$ cat src/common/msp_pkg.sv
// constants for the motor status and parameter register bank
// assumes a 20 MHz core clock and byte-wide register access from the serial engine
package msp_pkg;
    localparam int CLK_PERIOD_NS = 50;
    // status register offsets
    localparam logic [7:0] OFS_PERIOD_HI = 8'h13;
    localparam logic [7:0] OFS_PERIOD_LO = 8'h14;
    localparam logic [7:0] OFS_VCONST_HI = 8'h15;
    localparam logic [7:0] OFS_VCONST_LO = 8'h16;
    localparam logic [7:0] OFS_IPD_POS = 8'h19;
    localparam logic [7:0] OFS_SUPPLY = 8'h1A;
    localparam logic [7:0] OFS_SPEED_ACT = 8'h1B;
    localparam logic [7:0] OFS_SPEED_BUF = 8'h1C;
    localparam logic [7:0] OFS_FAULT = 8'h1E;
    // motor parameter offsets
    localparam logic [7:0] OFS_PARAM_A = 8'h20;
    localparam logic [7:0] OFS_PARAM_B = 8'h21;
    localparam logic [7:0] OFS_PARAM_C = 8'h22;
    // parameter reset values
    localparam logic [7:0] PARAM_A_RST = 8'h4A;
    localparam logic [7:0] PARAM_B_RST = 8'h4E;
    localparam logic [7:0] PARAM_C_RST = 8'h2A;
    // field positions in the parameter registers
    localparam int SEL_BIT = 7;
    localparam int CODE_MSB = 6;
    // speed source select
    localparam logic [1:0] SRC_ANALOG = 2'h0;
    localparam logic [1:0] SRC_PWM = 2'h1;
    // fault bit positions
    localparam int FLT_CLOSED = 5;
    localparam int FLT_OPEN = 4;
    localparam int FLT_NO_MOTOR = 3;
    localparam int FLT_VCONST = 2;
    localparam int FLT_SPEED = 1;
    localparam int FLT_LOCK = 0;
    // timing: one period count is 10 us, one advance step is 2.5 us
    localparam int PERIOD_LSB_NS = 10000;
    localparam logic [7:0] PERIOD_TICK_CYC = 8'(PERIOD_LSB_NS / CLK_PERIOD_NS);
    localparam int ADV_LSB_NS = 2500;
    localparam logic [5:0] ADV_CYC_PER_LSB = 6'(ADV_LSB_NS / CLK_PERIOD_NS);
endpackage : msp_pkg

$ cat src/logic/msp_pair_latch.sv
// holds the low byte of a 16-bit word when its high byte is read
// assumes hi_rd_i is a one-cycle read strobe on the core clock
`timescale 1ns/1ps
`default_nettype none
module msp_pair_latch
(
    input wire logic clock_i,
    input wire logic nrst_i,
    input wire logic [15:0] word_i,
    input wire logic hi_rd_i,
    output logic [7:0] low_o
);
    typedef struct packed {
        logic [7:0] low;
    } msp_pair_st_t;

    msp_pair_st_t st_ff;
    msp_pair_st_t nxt_st;

    always_comb
    begin
        nxt_st = st_ff;
        if (hi_rd_i)
        begin
            nxt_st.low = word_i[7:0];
        end
    end

    always_ff @(posedge clock_i or negedge nrst_i)
    begin
        if (!nrst_i)
        begin
            st_ff <= '0;
        end
        else
        begin
            st_ff <= nxt_st;
        end
    end

    assign low_o = st_ff.low;
endmodule : msp_pair_latch
`default_nettype wire

$ cat src/logic/msp_regs.sv
// motor status and motor parameter register bank
// assumes byte register access from the serial engine and status inputs on the same clock
`timescale 1ns/1ps
`default_nettype none
module msp_regs
(
    input wire logic clock_i,
    input wire logic nrst_i,
    // register access from the serial engine
    input wire logic [7:0] addr_i,
    input wire logic [7:0] wdata_i,
    input wire logic wr_i,
    input wire logic rd_i,
    input wire logic cfg_wr_en_i,
    output logic [7:0] rdata_o,
    // motor core status
    input wire logic elec_cycle_i,
    input wire logic [14:0] vconst_dig_i,
    input wire logic [7:0] inductive_position_sense_i,
    input wire logic [7:0] ipd_advance_i,
    input wire logic [7:0] supply_level_code_i,
    input wire logic [1:0] speed_src_i,
    input wire logic [7:0] analog_speed_i,
    input wire logic [7:0] pwm_speed_i,
    input wire logic [7:0] serial_speed_i,
    input wire logic [8:0] speed_buffer_i,
    input wire logic stuck_closed_loop_flag_i,
    input wire logic stuck_open_loop_flag_i,
    input wire logic no_motor_flag_i,
    input wire logic velocity_const_abnormal_flag_i,
    input wire logic speed_abnormal_flag_i,
    input wire logic lock_current_limit_flag_i,
    // decoded motor parameters
    output logic output_freq_select_o,
    output logic [10:0] phase_resistance_o,
    output logic closed_loop_adjust_select_o,
    output logic [10:0] back_emf_constant_o,
    output logic advance_time_select_o,
    output logic [16:0] advance_delay_time_o
);
    typedef struct packed {
        logic [7:0] tick;
        logic [15:0] per_cnt;
        logic [15:0] per;
        logic [7:0] pa;
        logic [7:0] pb;
        logic [7:0] pc;
        logic [5:0] flt;
        logic [7:0] rdata;
        logic freq;
        logic adj;
        logic adv;
        logic [10:0] rm;
        logic [10:0] kt;
        logic [16:0] delay;
    } msp_regs_st_t;

    msp_regs_st_t st_ff;
    msp_regs_st_t nxt_st;

    logic [15:0] vconst_word;
    logic [7:0] per_low_held;
    logic [7:0] vconst_low_held;
    logic [7:0] active_speed_command;
    logic [5:0] fault_events;
    logic [10:0] rm_dec;
    logic [10:0] kt_dec;
    logic [10:0] adv_dec;
    logic per_hi_rd;
    logic vc_hi_rd;
    logic param_wr;

    assign vconst_word = {vconst_dig_i, 1'b0};
    assign per_hi_rd = rd_i && (addr_i == msp_pkg::OFS_PERIOD_HI);
    assign vc_hi_rd = rd_i && (addr_i == msp_pkg::OFS_VCONST_HI);
    assign param_wr = wr_i && cfg_wr_en_i;

    // active source mux; serial covers both remaining codes
    always_comb
    begin
        case (speed_src_i)
            msp_pkg::SRC_ANALOG: active_speed_command = analog_speed_i;
            msp_pkg::SRC_PWM: active_speed_command = pwm_speed_i;
            default: active_speed_command = serial_speed_i;
        endcase
    end

    always_comb
    begin
        fault_events = '0;
        fault_events[msp_pkg::FLT_CLOSED] = stuck_closed_loop_flag_i;
        fault_events[msp_pkg::FLT_OPEN] = stuck_open_loop_flag_i;
        fault_events[msp_pkg::FLT_NO_MOTOR] = no_motor_flag_i;
        fault_events[msp_pkg::FLT_VCONST] = velocity_const_abnormal_flag_i;
        fault_events[msp_pkg::FLT_SPEED] = speed_abnormal_flag_i;
        fault_events[msp_pkg::FLT_LOCK] = lock_current_limit_flag_i;
    end

    // low bytes are frozen at the high-byte read so a pair never tears
    msp_pair_latch u_per_pair
    (
        .clock_i(clock_i),
        .nrst_i(nrst_i),
        .word_i(st_ff.per),
        .hi_rd_i(per_hi_rd),
        .low_o(per_low_held)
    );

    msp_pair_latch u_vc_pair
    (
        .clock_i(clock_i),
        .nrst_i(nrst_i),
        .word_i(vconst_word),
        .hi_rd_i(vc_hi_rd),
        .low_o(vconst_low_held)
    );

    msp_shift_dec u_rm_dec
    (
        .code_i(st_ff.pa[msp_pkg::CODE_MSB:0]),
        .value_o(rm_dec)
    );

    msp_shift_dec u_kt_dec
    (
        .code_i(st_ff.pb[msp_pkg::CODE_MSB:0]),
        .value_o(kt_dec)
    );

    msp_shift_dec u_adv_dec
    (
        .code_i(st_ff.pc[msp_pkg::CODE_MSB:0]),
        .value_o(adv_dec)
    );

    always_comb
    begin
        nxt_st = st_ff;
        // 10 us time base; period counter saturates rather than wraps on a stalled rotor
        if (st_ff.tick == msp_pkg::PERIOD_TICK_CYC - 8'h01)
        begin
            nxt_st.tick = '0;
            if (st_ff.per_cnt != 16'hFFFF)
            begin
                nxt_st.per_cnt = st_ff.per_cnt + 16'h0001;
            end
        end
        else
        begin
            nxt_st.tick = st_ff.tick + 8'h01;
        end
        if (elec_cycle_i)
        begin
            nxt_st.per = st_ff.per_cnt;
            nxt_st.per_cnt = '0;
        end
        // parameter writes
        if (param_wr && addr_i == msp_pkg::OFS_PARAM_A)
        begin
            nxt_st.pa = wdata_i;
        end
        if (param_wr && addr_i == msp_pkg::OFS_PARAM_B)
        begin
            nxt_st.pb = wdata_i;
        end
        if (param_wr && addr_i == msp_pkg::OFS_PARAM_C)
        begin
            nxt_st.pc = wdata_i;
        end
        // faults clear on read, but a new event in that cycle wins
        if (rd_i && addr_i == msp_pkg::OFS_FAULT)
        begin
            nxt_st.flt = fault_events;
        end
        else
        begin
            nxt_st.flt = st_ff.flt | fault_events;
        end
        // decoded parameters, one cycle behind the register
        nxt_st.freq = st_ff.pa[msp_pkg::SEL_BIT];
        nxt_st.rm = rm_dec;
        nxt_st.adj = st_ff.pb[msp_pkg::SEL_BIT];
        nxt_st.kt = kt_dec;
        nxt_st.adv = st_ff.pc[msp_pkg::SEL_BIT];
        // widen both factors first: the largest product needs all 17 bits
        nxt_st.delay = 17'(adv_dec) * 17'(msp_pkg::ADV_CYC_PER_LSB);
        // read data
        if (rd_i)
        begin
            case (addr_i)
                msp_pkg::OFS_PERIOD_HI: nxt_st.rdata = st_ff.per[15:8];
                msp_pkg::OFS_PERIOD_LO: nxt_st.rdata = per_low_held;
                msp_pkg::OFS_VCONST_HI: nxt_st.rdata = vconst_word[15:8];
                msp_pkg::OFS_VCONST_LO: nxt_st.rdata = vconst_low_held;
                msp_pkg::OFS_IPD_POS: nxt_st.rdata = 8'(inductive_position_sense_i + ipd_advance_i);
                msp_pkg::OFS_SUPPLY: nxt_st.rdata = supply_level_code_i;
                msp_pkg::OFS_SPEED_ACT: nxt_st.rdata = active_speed_command;
                msp_pkg::OFS_SPEED_BUF: nxt_st.rdata = speed_buffer_i[8:1];
                msp_pkg::OFS_FAULT: nxt_st.rdata = {2'b00, st_ff.flt};
                msp_pkg::OFS_PARAM_A: nxt_st.rdata = st_ff.pa;
                msp_pkg::OFS_PARAM_B: nxt_st.rdata = st_ff.pb;
                msp_pkg::OFS_PARAM_C: nxt_st.rdata = st_ff.pc;
                default: nxt_st.rdata = 8'h00;
            endcase
        end
    end

    always_ff @(posedge clock_i or negedge nrst_i)
    begin
        if (!nrst_i)
        begin
            st_ff <= '0;
            st_ff.pa <= msp_pkg::PARAM_A_RST;
            st_ff.pb <= msp_pkg::PARAM_B_RST;
            st_ff.pc <= msp_pkg::PARAM_C_RST;
        end
        else
        begin
            st_ff <= nxt_st;
        end
    end

    assign rdata_o = st_ff.rdata;
    assign output_freq_select_o = st_ff.freq;
    assign phase_resistance_o = st_ff.rm;
    assign closed_loop_adjust_select_o = st_ff.adj;
    assign back_emf_constant_o = st_ff.kt;
    assign advance_time_select_o = st_ff.adv;
    assign advance_delay_time_o = st_ff.delay;
endmodule : msp_regs
`default_nettype wire

$ cat src/logic/msp_shift_dec.sv
// shift/significand decoder: 4-bit significand shifted left by a 3-bit count
// assumes the caller registers the result
`timescale 1ns/1ps
`default_nettype none
module msp_shift_dec
(
    input wire logic [6:0] code_i,
    output logic [10:0] value_o
);
    always_comb
    begin
        value_o = {7'h00, code_i[3:0]} << code_i[6:4];
    end
endmodule : msp_shift_dec
`default_nettype wire

$ cat config.mk
export PLATFORM = sky130hd
export DESIGN_NAME = msp_regs
export DESIGN_NICKNAME = d
export VERILOG_FILES = /design/src/common/msp_pkg.sv /design/src/logic/msp_pair_latch.sv /design/src/logic/msp_regs.sv /design/src/logic/msp_shift_dec.sv
export SDC_FILE = /design/constraint.sdc
export NUM_CORES = 1
export LEC_CHECK = 0
export ABC_AREA = 1
export BUFFER_PORTS_ARGS = -buffer_cell sky130_fd_sc_hd__buf_2
export CAP_MARGIN = 20
export CORE_ASPECT_RATIO = 1.25
export CORE_MARGIN = 10
export CORE_UTILIZATION = 28
export DETAILED_ROUTE_END_ITERATION = 7
export GPL_TIMING_DRIVEN = 0
export HOLD_SLACK_MARGIN = 0.05
export SYNTH_ARGS = -nofsm -noshare
export SYNTH_HDL_FRONTEND = slang
export SYNTH_SLANG_ARGS = --single-unit
export TNS_END_PERCENT = 100
$ cat constraint.sdc
create_clock -name clock_i -period 3.3 [get_ports clock_i]
set_input_delay 0.165 -clock clock_i [delete_from_list [all_inputs] [get_ports clock_i]]
set_output_delay 0.165 -clock clock_i [all_outputs]
set_load 0.1 [all_outputs]
==> results of run 1 <==
## synth_stat cells (2+ instances only)
cell type / instances
nand2_1: 298
dfrtp_1: 124
inv_1: 114
nand3_1: 96
nor2_1: 80
o21ai_0: 79
buf_4: 48
ha_1: 46
nor3_1: 21
a21oi_1: 17
xor2_1: 16
clkbuf_1: 15
nand4_1: 15
o21ai_2: 11
dfstp_2: 10
nand2_2: 8
fa_1: 7
mux2_2: 7
o21bai_1: 7
buf_2: 5
nand3b_1: 5
xnor2_1: 5
or2_2: 4
inv_2: 3
nor2_2: 3
and3_1: 2
clkinv_1: 2
nand3_2: 2
nor3_4: 2
## power by group
part	switching, µW	internal (µW)
combinational	342	174
clock	728	1220
sequential	23.2	1680
## cells by family after synthesis
| group | count (synthesis) |
|---|---|
| xor+xnor | 21 |
| compound gates | 117 |
| flops | 134 |
| other cells | 1 |
| buf+inv | 189 |
| fa+ha+maj | 53 |
| mux | 7 |
| simple gates | 539 |
## how the worst max path moves through the flow
| stage | start | to | cells after the start | slack [ns] |
|---|---|---|---|---|
| detailed placement | st_ff[57]$_DFFE_PN1P_ | advance_delay_time_o[13]$_DFF_PN0_ | 16 | -0.49 |
| global route | st_ff[59]$_DFFE_PN1P_ | advance_delay_time_o[13]$_DFF_PN0_ | 18 | -0.07 |
| finish | st_ff[57]$_DFFE_PN1P_ | advance_delay_time_o[13]$_DFF_PN0_ | 16 | 0.06 |
| global placement | st_ff[61]$_DFFE_PN1P_ | advance_delay_time_o[13]$_DFF_PN0_ | 16 | -0.44 |
| CTS | st_ff[59]$_DFFE_PN1P_ | advance_delay_time_o[13]$_DFF_PN0_ | 18 | -0.01 |
| floorplan | st_ff[61]$_DFFE_PN1P_ | advance_delay_time_o[13]$_DFF_PN0_ | 15 | 0.003 |
## routing by layer
| layer | part of all wire [%] | vias up | wire length, µm |
|---|---|---|---|
| li1 | - | 3787 | - |
| met1 | 40 | 3416 | 9580 |
| met2 | 53 | 175 | 12600 |
| met3 | 4.9 | 26 | 1160 |
| met4 | 1.7 | 0 | 394 |
| met5 | 0 | - | 0 |
## area by class of cell
type | instances | area share, %
diodes | 2 | 0.0461
repair buffers | 189 | 10.3
inverters | 120 | 4.25
flip-flops and latches | 134 | 31.0
clock inverters | 12 | 1.41
clock buffers | 19 | 4.17
multi-input cells | 738 | 40.0
plain buffers | 68 | 4.22
well taps | 396 | 4.57
## state kept, by name (all words and copies together), names as in the netlist
name,count
st_ff,67
advance_delay_time_o,16
back_emf_constant_o,11
phase_resistance_o,11
rdata_o,8
u_per_pair.low_o,8
u_vc_pair.low_o,7
nxt_st,3
advance_time_select_o,1
closed_loop_adjust_select_o,1
output_freq_select_o,1
## what timing repair did
| action | 4_1_cts | 5_1_grt |
|---|---|---|
| pin swaps | 7 | 42 |
| hold buffers | 16 | 0 |
| resized for setup | 30 | 52 |
| setup buffers | 10 | 14 |
| gates cloned | 0 | 0 |
| hold endpoints to repair | 66 | 0 |
| setup endpoints to repair | 8 | 7 |
## metrics by stage
| step | setup TNS, ns | std cells | area [µm²] | setup WS, ns | hold WS (ns) |
|---|---|---|---|---|---|
| finish | 0 | 1678 | 10900 | 0.0598 | 0.0790 |
| global route | -0.220 | 1677 | 10800 | -0.0666 | 0.0778 |
| CTS | -0.0140 | 1662 | 10500 | -0.0140 | 0.0551 |
| detailed placement | -2.06 | 1606 | 9530 | -0.486 | 0.159 |
| global placement | -1.74 | 1605 | 9500 | -0.437 | 0.365 |
| floorplan | 0 | 1061 | 8260 | 0.00332 | -0.131 |
## worst max-delay path, cell delays in order, from the launching register on
cell and delay (ns):
dfstp_2 0.56, inv_4 0.05, o21ai_4 0.21, nand2_2 0.11
o21ai_4 0.22, ha_4 0.25, ha_4 0.25, inv_1 0.04
fa_1 0.50, inv_2 0.05, ha_4 0.24, a21oi_4 0.14
o21ai_4 0.07, a21oi_2 0.13, nor2_1 0.06, nor2_1 0.12
xor2_1 0.17
==> results.yml, run 1 <==
run_status:
  status: "finished clean"
global_routing:
  met3_usage_pct: 3.00
  met1_usage_pct: 14.0
  grt_max_degree: 85
  grt_overflow_total: 0
  grt_pass1_vias: 7405
  antenna_found_initial: 2
  grt-busiest-layer: "met2"
  grt_pass1_wl_mm: 37.5
  track_usage_pct: 12.6
  met2_usage_pct: 23.2
synthesis:
  synthXorXnorAreaFrac_pct: 2.23
  synth_cells: 1061
  async_reset_ff_share_pct: 100
  synth_ff_type: "dfrtp_1"
  syn_avg_cell_area_um2: 7.78
  synth_edf_count: 0
  yosys.area_share.adder_pct: 8.67
  yosysTopAreaCell: "dfrtp_1"
  muxShareOfSynthArea_pct: 0.954
  syn-cell-area_um2: 8260
  synth_compound_area_share_pct: 8.00
  synth_area_leaders: "dfrtp_1 38%, nand2_1 14%, ha_1 7.0%"
  yosys.area_share.simple_pct: 28.3
  synth_top_family_by_area: "simple AND/OR/NAND/NOR gates"
  yosysSeqAreaShare_pct: 40.8
  synth_warnings: 0
  synth_nets: 1216
  synth-seq-cells: 134
  yosysTopAreaCellShare_pct: 37.6
  ys_types: 38
drt:
  route.detailed.drc: 0
  drtIter0Drc: 349
  firstDrtPassIters: 4
  wl_per_cell_um: 14.1
  avgViaCountPerCell: 4.41
  routed_wl_mm: 23.7
  drtAntennaViolNets: 0
  dr_total_vias: 7404
floorplanning:
  io_pins: 152
  start_util_pct: 28.3
  die_y_um: 212
  rows: 70
  die_w_um: 174
  core_area_um2: 29200
  dieArea_um2: 36800
pwr:
  peakVddDrop_v: 0.000336
  power_density_nw_per_um2: 384
  power_uw: 4170
  p_leak_uw: 0.00569
sta:
  fin_crit_ns: 3.24
  fmax_ghz: 0.309
  setup_violations: 0
  post-route-period-util_pct: 98.2
  clock-skew-final_ns: 0.00930
  relSlewSlack_pct: 56.9
  slew_viol_final: 0
  rsz0062_at_grt: "yes"
  worst_pin_slew_ns: 0.644
  finalHoldViolations: 0
finish:
  final_common_cell: "nand2_1"
  nFillCells: 2969
  layout_common_cells: "290 x nand2_1, 152 x buf_2, 122 x dfrtp_1"
  final-seq-area_um2: 3370
  multi_input_area_um2: 4340
  final_layout_size_suffix_gt1_share_pct: 28.9
  nets: 1423
  post-route-util_pct: 37.2
  syn_to_final_growth_pct: 31.4
run:
  maxCapViolCount: 0
worst_setup_path:
  cp_data_arrival_time_ns: 3.58
  required_ns: 3.64
  cp-end-kind: "flop"
  worstSetupPathType: "reg2reg"
  timing.rr.start: "st_ff[57]$_DFFE_PN1P_"
  reg2reg_depth: 16
  worst-path-max-fanout: 4
  start_kind: "flop"
  r2r_setup_slack_ns: 0.06
  rr_endpoint: "advance_delay_time_o[13]$_DFF_PN0_"
cts:
  htreeDepth: 4
  clk-insertion-delay-late_ns: 0.42
  cts-root-buf: "clkbuf_16"
  cts_tree: "built"
  clock_sinks: 134
  clk_pin_slew_worst_paths_ns: 0.06
  cts_made_buffers: 17
  cts_buffer_depth: 2
hold_path:
  min_to: "st_ff[72]$_DFFE_PN0P_"
  worstHoldPathType: "in2reg"
  worstHoldStart: "wdata_i[0]"
  holdPathStages: 3
place:
  globalplace.congestion: 0.861
  dp_hpwl_mm: 18.3
  port_buffers: 148
Note: power is estimated with default switching activity, not from simulation.
==> inputs of run 2 (changes only) <==
==> constraint.sdc (replaced) <==
create_clock -name clock_i -period 3.7 [get_ports clock_i]
set_input_delay 0.185 -clock clock_i [delete_from_list [all_inputs] [get_ports clock_i]]
set_output_delay 0.185 -clock clock_i [all_outputs]
set_load 0.1 [all_outputs]
==> results.yml, run 2 (same netlist as run 1, synthesis figures left out) <==
hold_path:
  holdPathStages: 3
  worstHoldStart: "wdata_i[5]"
  worstHoldPathType: "in2reg"
  min_to: "st_ff[61]$_DFFE_PN1P_"
cts:
  clock_sinks: 134
  cts_made_buffers: 17
  cts_buffer_depth: 2
  clk_pin_slew_worst_paths_ns: 0.07
  cts-root-buf: "clkbuf_16"
  htreeDepth: 4
  clk-insertion-delay-late_ns: 0.42
  cts_tree: "built"
worst_setup_path:
  r2r_setup_slack_ns: 0.19
  reg2reg_depth: 17
  rr_endpoint: "advance_delay_time_o[13]$_DFF_PN0_"
  timing.rr.start: "st_ff[61]$_DFFE_PN1P_"
  worstSetupPathType: "reg2reg"
  worst-path-max-fanout: 8
  cp_data_arrival_time_ns: 3.81
  cp-end-kind: "flop"
  start_kind: "flop"
  required_ns: 4.00
finish:
  regMostFlops: "st_ff"
  syn_to_final_growth_pct: 25.5
  antenna_cells: 0
  nets: 1403
  final_common_cell: "nand2_1"
  fin_cells: 1657
  final_layout_size_suffix_gt1_share_pct: 24.9
  largest_reg_flops: 67
  layout_common_cells: "297 x nand2_1, 152 x buf_2, 122 x dfrtp_1"
  post-route-util_pct: 35.5
  nFillCells: 3056
place:
  globalplace.congestion: 0.849
  port_buffers: 148
  dp_hpwl_mm: 18.3
  placed_cells: 1606
global_routing:
  track_usage_pct: 12.3
  grt_pass1_vias: 7327
  antenna_found_initial: 0
  grt_max_degree: 71
  grt_pass1_wl_mm: 36.7
  grt_overflow_total: 0
drt:
  wl_per_cell_um: 13.9
  drtAntennaViolNets: 0
  firstDrtPassIters: 7
  avgViaCountPerCell: 4.41
  dr_total_vias: 7304
  routed_wl_mm: 23.0
  drtIter0Drc: 308
  route.detailed.drc: 0
pwr:
  pwr-share-comb_pct: 12.0
  power_frac_clock_pct: 46.0
  p_seq_share_pct: 42.0
  peakVddDrop_v: 0.000236
  p_int_uw: 2640
  swShare_pct: 27.2
  power_density_nw_per_um2: 350
  p_leak_uw: 0.00553
  p_sw_uw: 986
  power_uw: 3620
sta:
  finalHoldViolations: 0
  relSlewSlack_pct: 58.2
  worst_pin_slew_ns: 0.627
  fin_tns_setup_ns: 0
  worst_hold_slack_ns: 0.0730
  fin_crit_ns: 3.51
  fmax_ghz: 0.285
  clock-skew-final_ns: 0.00848
  slew_viol_final: 0
  setup_violations: 0
  rsz0062_at_grt: "yes"
  post-route-period-util_pct: 94.8
floorplanning:
  core_area_um2: 29200
  die_w_um: 174
  die_y_um: 212
  rows: 70
  io_pins: 152
  dieArea_um2: 36800
  start_util_pct: 28.3
run:
  maxCapViolCount: 0
run_status:
  status: "finished clean"
==> run 2: stage by stage <==
stage | worst slack [ns] | cell area [µm²]
6_report | 0.193 | 10400
5_1_grt | -0.0266 | 10400
4_1_cts | 0.00395 | 10300
3_5_place_dp | -0.272 | 9530
3_3_place_gp | -0.204 | 9500
2_1_floorplan | 0.330 | 8260
==> run 2: area by class of cell <==
| type | instances | area, µm² | share of cell area (%) |
|---|---|---|---|
| plain buffers | 68 | 458 | 4.42 |
| clock buffers | 18 | 429 | 4.14 |
| clock inverters | 14 | 153 | 1.47 |
| inverters | 120 | 459 | 4.43 |
| multi-input cells | 738 | 4040 | 39.0 |
| flip-flops and latches | 134 | 3370 | 32.5 |
| well taps | 396 | 495 | 4.78 |
| repair buffers | 169 | 960 | 9.26 |
==> run 2: how the worst max path moves through the flow <==
stage | endpoint | start | slack, ns | depth (start not counted)
after CTS | advance_delay_time_o[13]$_DFF_PN0_ | st_ff[61]$_DFFE_PN1P_ | 0.004 | 16
after global placement | advance_delay_time_o[13]$_DFF_PN0_ | st_ff[61]$_DFFE_PN1P_ | -0.20 | 16
after floorplan | advance_delay_time_o[13]$_DFF_PN0_ | st_ff[62]$_DFFE_PN0P_ | 0.33 | 15
final | advance_delay_time_o[13]$_DFF_PN0_ | st_ff[61]$_DFFE_PN1P_ | 0.19 | 17
after detailed placement | advance_delay_time_o[13]$_DFF_PN0_ | st_ff[61]$_DFFE_PN1P_ | -0.27 | 16
after global routing | advance_delay_time_o[16]$_DFF_PN0_ | st_ff[61]$_DFFE_PN1P_ | -0.03 | 15
==> run 2: critical path: stages (launching register included) <==
cell	delay [ns]
dfstp_2	0.60
clkinvlp_4	0.20
nand2_2	0.12
o21ai_2	0.07
o21ai_2	0.19
buf_4	0.13
ha_1	0.21
ha_1	0.28
inv_1	0.05
fa_1	0.50
inv_1	0.06
ha_4	0.29
nand2_1	0.07
nor2_1	0.21
a21oi_2	0.10
nor2_1	0.10
nor2_1	0.05
xor2_1	0.16
==> run 2: metal layers <==
layer	share of wire [%]	routed length, µm	vias up	global-route usage [%]
met1	42	9660	3362	13.9
met4	2.4	558	0	4.61
li1	-	-	3750	-
met2	51	11800	158	22.2
met3	4.2	974	34	2.63
met5	0	0	-	0
==> run 2: power by group through the flow <==
stage | sequential (µW) | combinational (µW) | clock [µW]
after floorplan | 1540 | 266 | 0
after global placement | 1550 | 413 | 0
after detailed placement | 1540 | 423 | 0
after CTS | 1520 | 437 | 1710
after global routing | 1520 | 483 | 1780
final | 1520 | 437 | 1670
==> run 2: timing repair <==
item                                   4_1_cts  5_1_grt
setup endpoints to repair                    5        5
pin swaps                                    1        6
endpoints found under the hold margin       77        0
gates resized for setup                      9       20
buffers inserted                             0        6
hold buffers                                14        0
==> inputs of run 3 (changes only) <==
--- a/config.mk
+++ b/config.mk
@@ -14,6 +14,7 @@
 export DETAILED_ROUTE_END_ITERATION = 7
 export GPL_TIMING_DRIVEN = 0
 export HOLD_SLACK_MARGIN = 0.05
+export SKIP_CTS_REPAIR_TIMING = 1
 export SYNTH_ARGS = -nofsm -noshare
 export SYNTH_HDL_FRONTEND = slang
 export SYNTH_SLANG_ARGS = --single-unit
==> constraint.sdc (replaced) <==
create_clock -name clock_i -period 3.4 [get_ports clock_i]
set_input_delay 0.17 -clock clock_i [delete_from_list [all_inputs] [get_ports clock_i]]
set_output_delay 0.17 -clock clock_i [all_outputs]
set_load 0.1 [all_outputs]
==> results.yml, run 3 (same netlist as run 1, synthesis figures left out) <==
finish:
  post-route-util_pct: 36.6
  regMostFlops: "st_ff"
  layout_common_cells: "290 x nand2_1, 152 x buf_2, 122 x dfrtp_1"
  final_common_cell: "nand2_1"
  syn_to_final_growth_pct: 29.3
  antenna_cells: 0
  nets: 1412
  final_layout_size_suffix_gt1_share_pct: 27.8
  largest_reg_flops: 67
cts:
  cts-root-buf: "clkbuf_16"
  cts_made_buffers: 17
  htreeDepth: 4
  clock_sinks: 134
  clk_pin_slew_worst_paths_ns: 0.06
  cts_tree: "built"
  clk-insertion-delay-late_ns: 0.42
  cts_buffer_depth: 2
worst_setup_path:
  slowest_delay_ns: 0.60
  crit_chain: "clkinvlp_4 > o21ai_4 > nor2_4 > ha_1 > ha_4 > inv_2 > fa_1 > inv_2 > ha_4 > a21oi_4 > o21ai_4 > a21oi_2 > nor2_1 > nor2_1 > xor2_1"
  start_kind: "flop"
  crit_family: "adder cells"
  required_ns: 3.74
  crit_buf_inv: 3
  reg2reg_depth: 15
  cp-end-kind: "flop"
  crit_start: "st_ff[61]$_DFFE_PN1P_"
  timing.rr.start: "st_ff[61]$_DFFE_PN1P_"
  crit_cells: 15
  cp_slowest_cell: "dfstp_2"
  worstSetupPathType: "reg2reg"
  cp_data_arrival_time_ns: 3.77
  worst-path-max-fanout: 8
floorplanning:
  die_w_um: 174
  die_y_um: 212
  core_area_um2: 29200
  start_util_pct: 28.3
  rows: 70
  io_pins: 152
  dieArea_um2: 36800
drt:
  routed_wl_mm: 23.3
  drtAntennaViolNets: 0
  wl_per_cell_um: 14.0
  route.detailed.drc: 0
  avgViaCountPerCell: 4.41
  firstDrtPassIters: 4
  dr_total_vias: 7342
  drtIter0Drc: 340
sta:
  clock-skew-final_ns: 0.00995
  slew_viol_final: 0
  relSlewSlack_pct: 58.2
  fmax_ghz: 0.291
  setup_violations: 1
  fin_crit_ns: 3.43
  worst_pin_slew_ns: 0.628
  post-route-period-util_pct: 101
  rsz0062_at_grt: "yes"
  setup_ws_ns: -0.0349
  finalHoldViolations: 0
  fin_tns_setup_ns: -0.0349
place:
  dp_hpwl_mm: 18.3
  port_buffers: 148
  globalplace.congestion: 0.849
pwr:
  power_frac_clock_pct: 45.8
  pwr-share-comb_pct: 12.4
  p_leak_uw: 0.00557
  p_seq_share_pct: 41.8
  peakVddDrop_v: 0.000257
  p_int_uw: 2880
  p_sw_uw: 1080
  swShare_pct: 27.2
  power_density_nw_per_um2: 371
hold_path:
  worstHoldPathType: "in2reg"
  worstHoldStart: "wdata_i[5]"
  holdPathStages: 3
global_routing:
  met1_usage_pct: 13.8
  grt_pass1_vias: 7246
  grt_pass1_wl_mm: 36.3
  met3_usage_pct: 2.61
  met2_usage_pct: 22.0
  grt_max_degree: 71
  track_usage_pct: 12.2
  antenna_found_initial: 0
  grt-busiest-layer: "met2"
  grt_overflow_total: 0
run:
  maxCapViolCount: 0
run_status:
  violations: "setup timing"
  status: "complete, but fails checks"
## run 3: cell count changes in the layout (fill, tap and decap cells not counted), moves of 5 or more
cell	delta
ha_4	+11
buf_4	+9
a21oi_1	-5
nand2_2	+6
ha_1	-9
nand2_1	-7
## run 3: area by class of cell
cell class / instances / area, µm²
Buffer: 68 / 458
Multi-Input combinational cell: 738 / 4290
Timing Repair Buffer: 178 / 1030
Clock buffer: 18 / 429
Inverter: 120 / 459
Clock inverter: 14 / 153
Fill cell: 3017 / 18500
Tap cell: 396 / 495
Sequential cell: 134 / 3370
## run 3: path summary, 6_finish.rpt
kind,endpoint,slack [ns]
max in group asynchronous,st_ff[57]$_DFFE_PN1P_,2.30
max reg2reg,advance_delay_time_o[13]$_DFF_PN0_,-0.03
min reg2reg,advance_time_select_o$_DFF_PN0_,0.42
min in group asynchronous,advance_delay_time_o[10]$_DFF_PN0_,0.31
max,advance_delay_time_o[13]$_DFF_PN0_,-0.03
min,st_ff[61]$_DFFE_PN1P_,0.06
## run 3: power by group through the flow
| stage | logic (µW) | registers, µW | clock network (µW) |
|---|---|---|---|
| floorplan | 290 | 1680 | 0 |
| global placement | 450 | 1680 | 0 |
| detailed placement | 460 | 1680 | 0 |
| CTS | 462 | 1650 | 1860 |
| global route | 542 | 1660 | 1940 |
| finish | 492 | 1650 | 1810 |
## run 3: layer usage
metal	vias to the layer above	routed length (µm)
met5	-	0
met4	0	490
li1	3767	-
met2	161	12200
met1	3384	9700
met3	30	966
## run 3: per-stage QoR
step           setup slack, ns  area [µm²]  hold WS [ns]  std cells  power [µW]
2_1_floorplan           0.0304        8260        -0.126       1061        1970
3_3_place_gp            -0.504        9500         0.370       1605        2130
3_5_place_dp            -0.572        9530         0.215       1606        2140
4_1_cts                 -0.578       10100        -0.244       1638        3980
5_1_grt                 -0.190       10700        0.0681       1666        4140
6_report               -0.0349       10700        0.0587       1666        3960
## run 3: worst reg2reg max path: stages (launching register included)
cell	delay (ns)
dfstp_2	0.60
clkinvlp_4	0.23
o21ai_4	0.27
nor2_4	0.08
ha_1	0.33
ha_4	0.27
inv_2	0.03
fa_1	0.49
inv_2	0.05
ha_4	0.23
a21oi_4	0.19
o21ai_4	0.09
a21oi_2	0.14
nor2_1	0.07
nor2_1	0.12
xor2_1	0.17
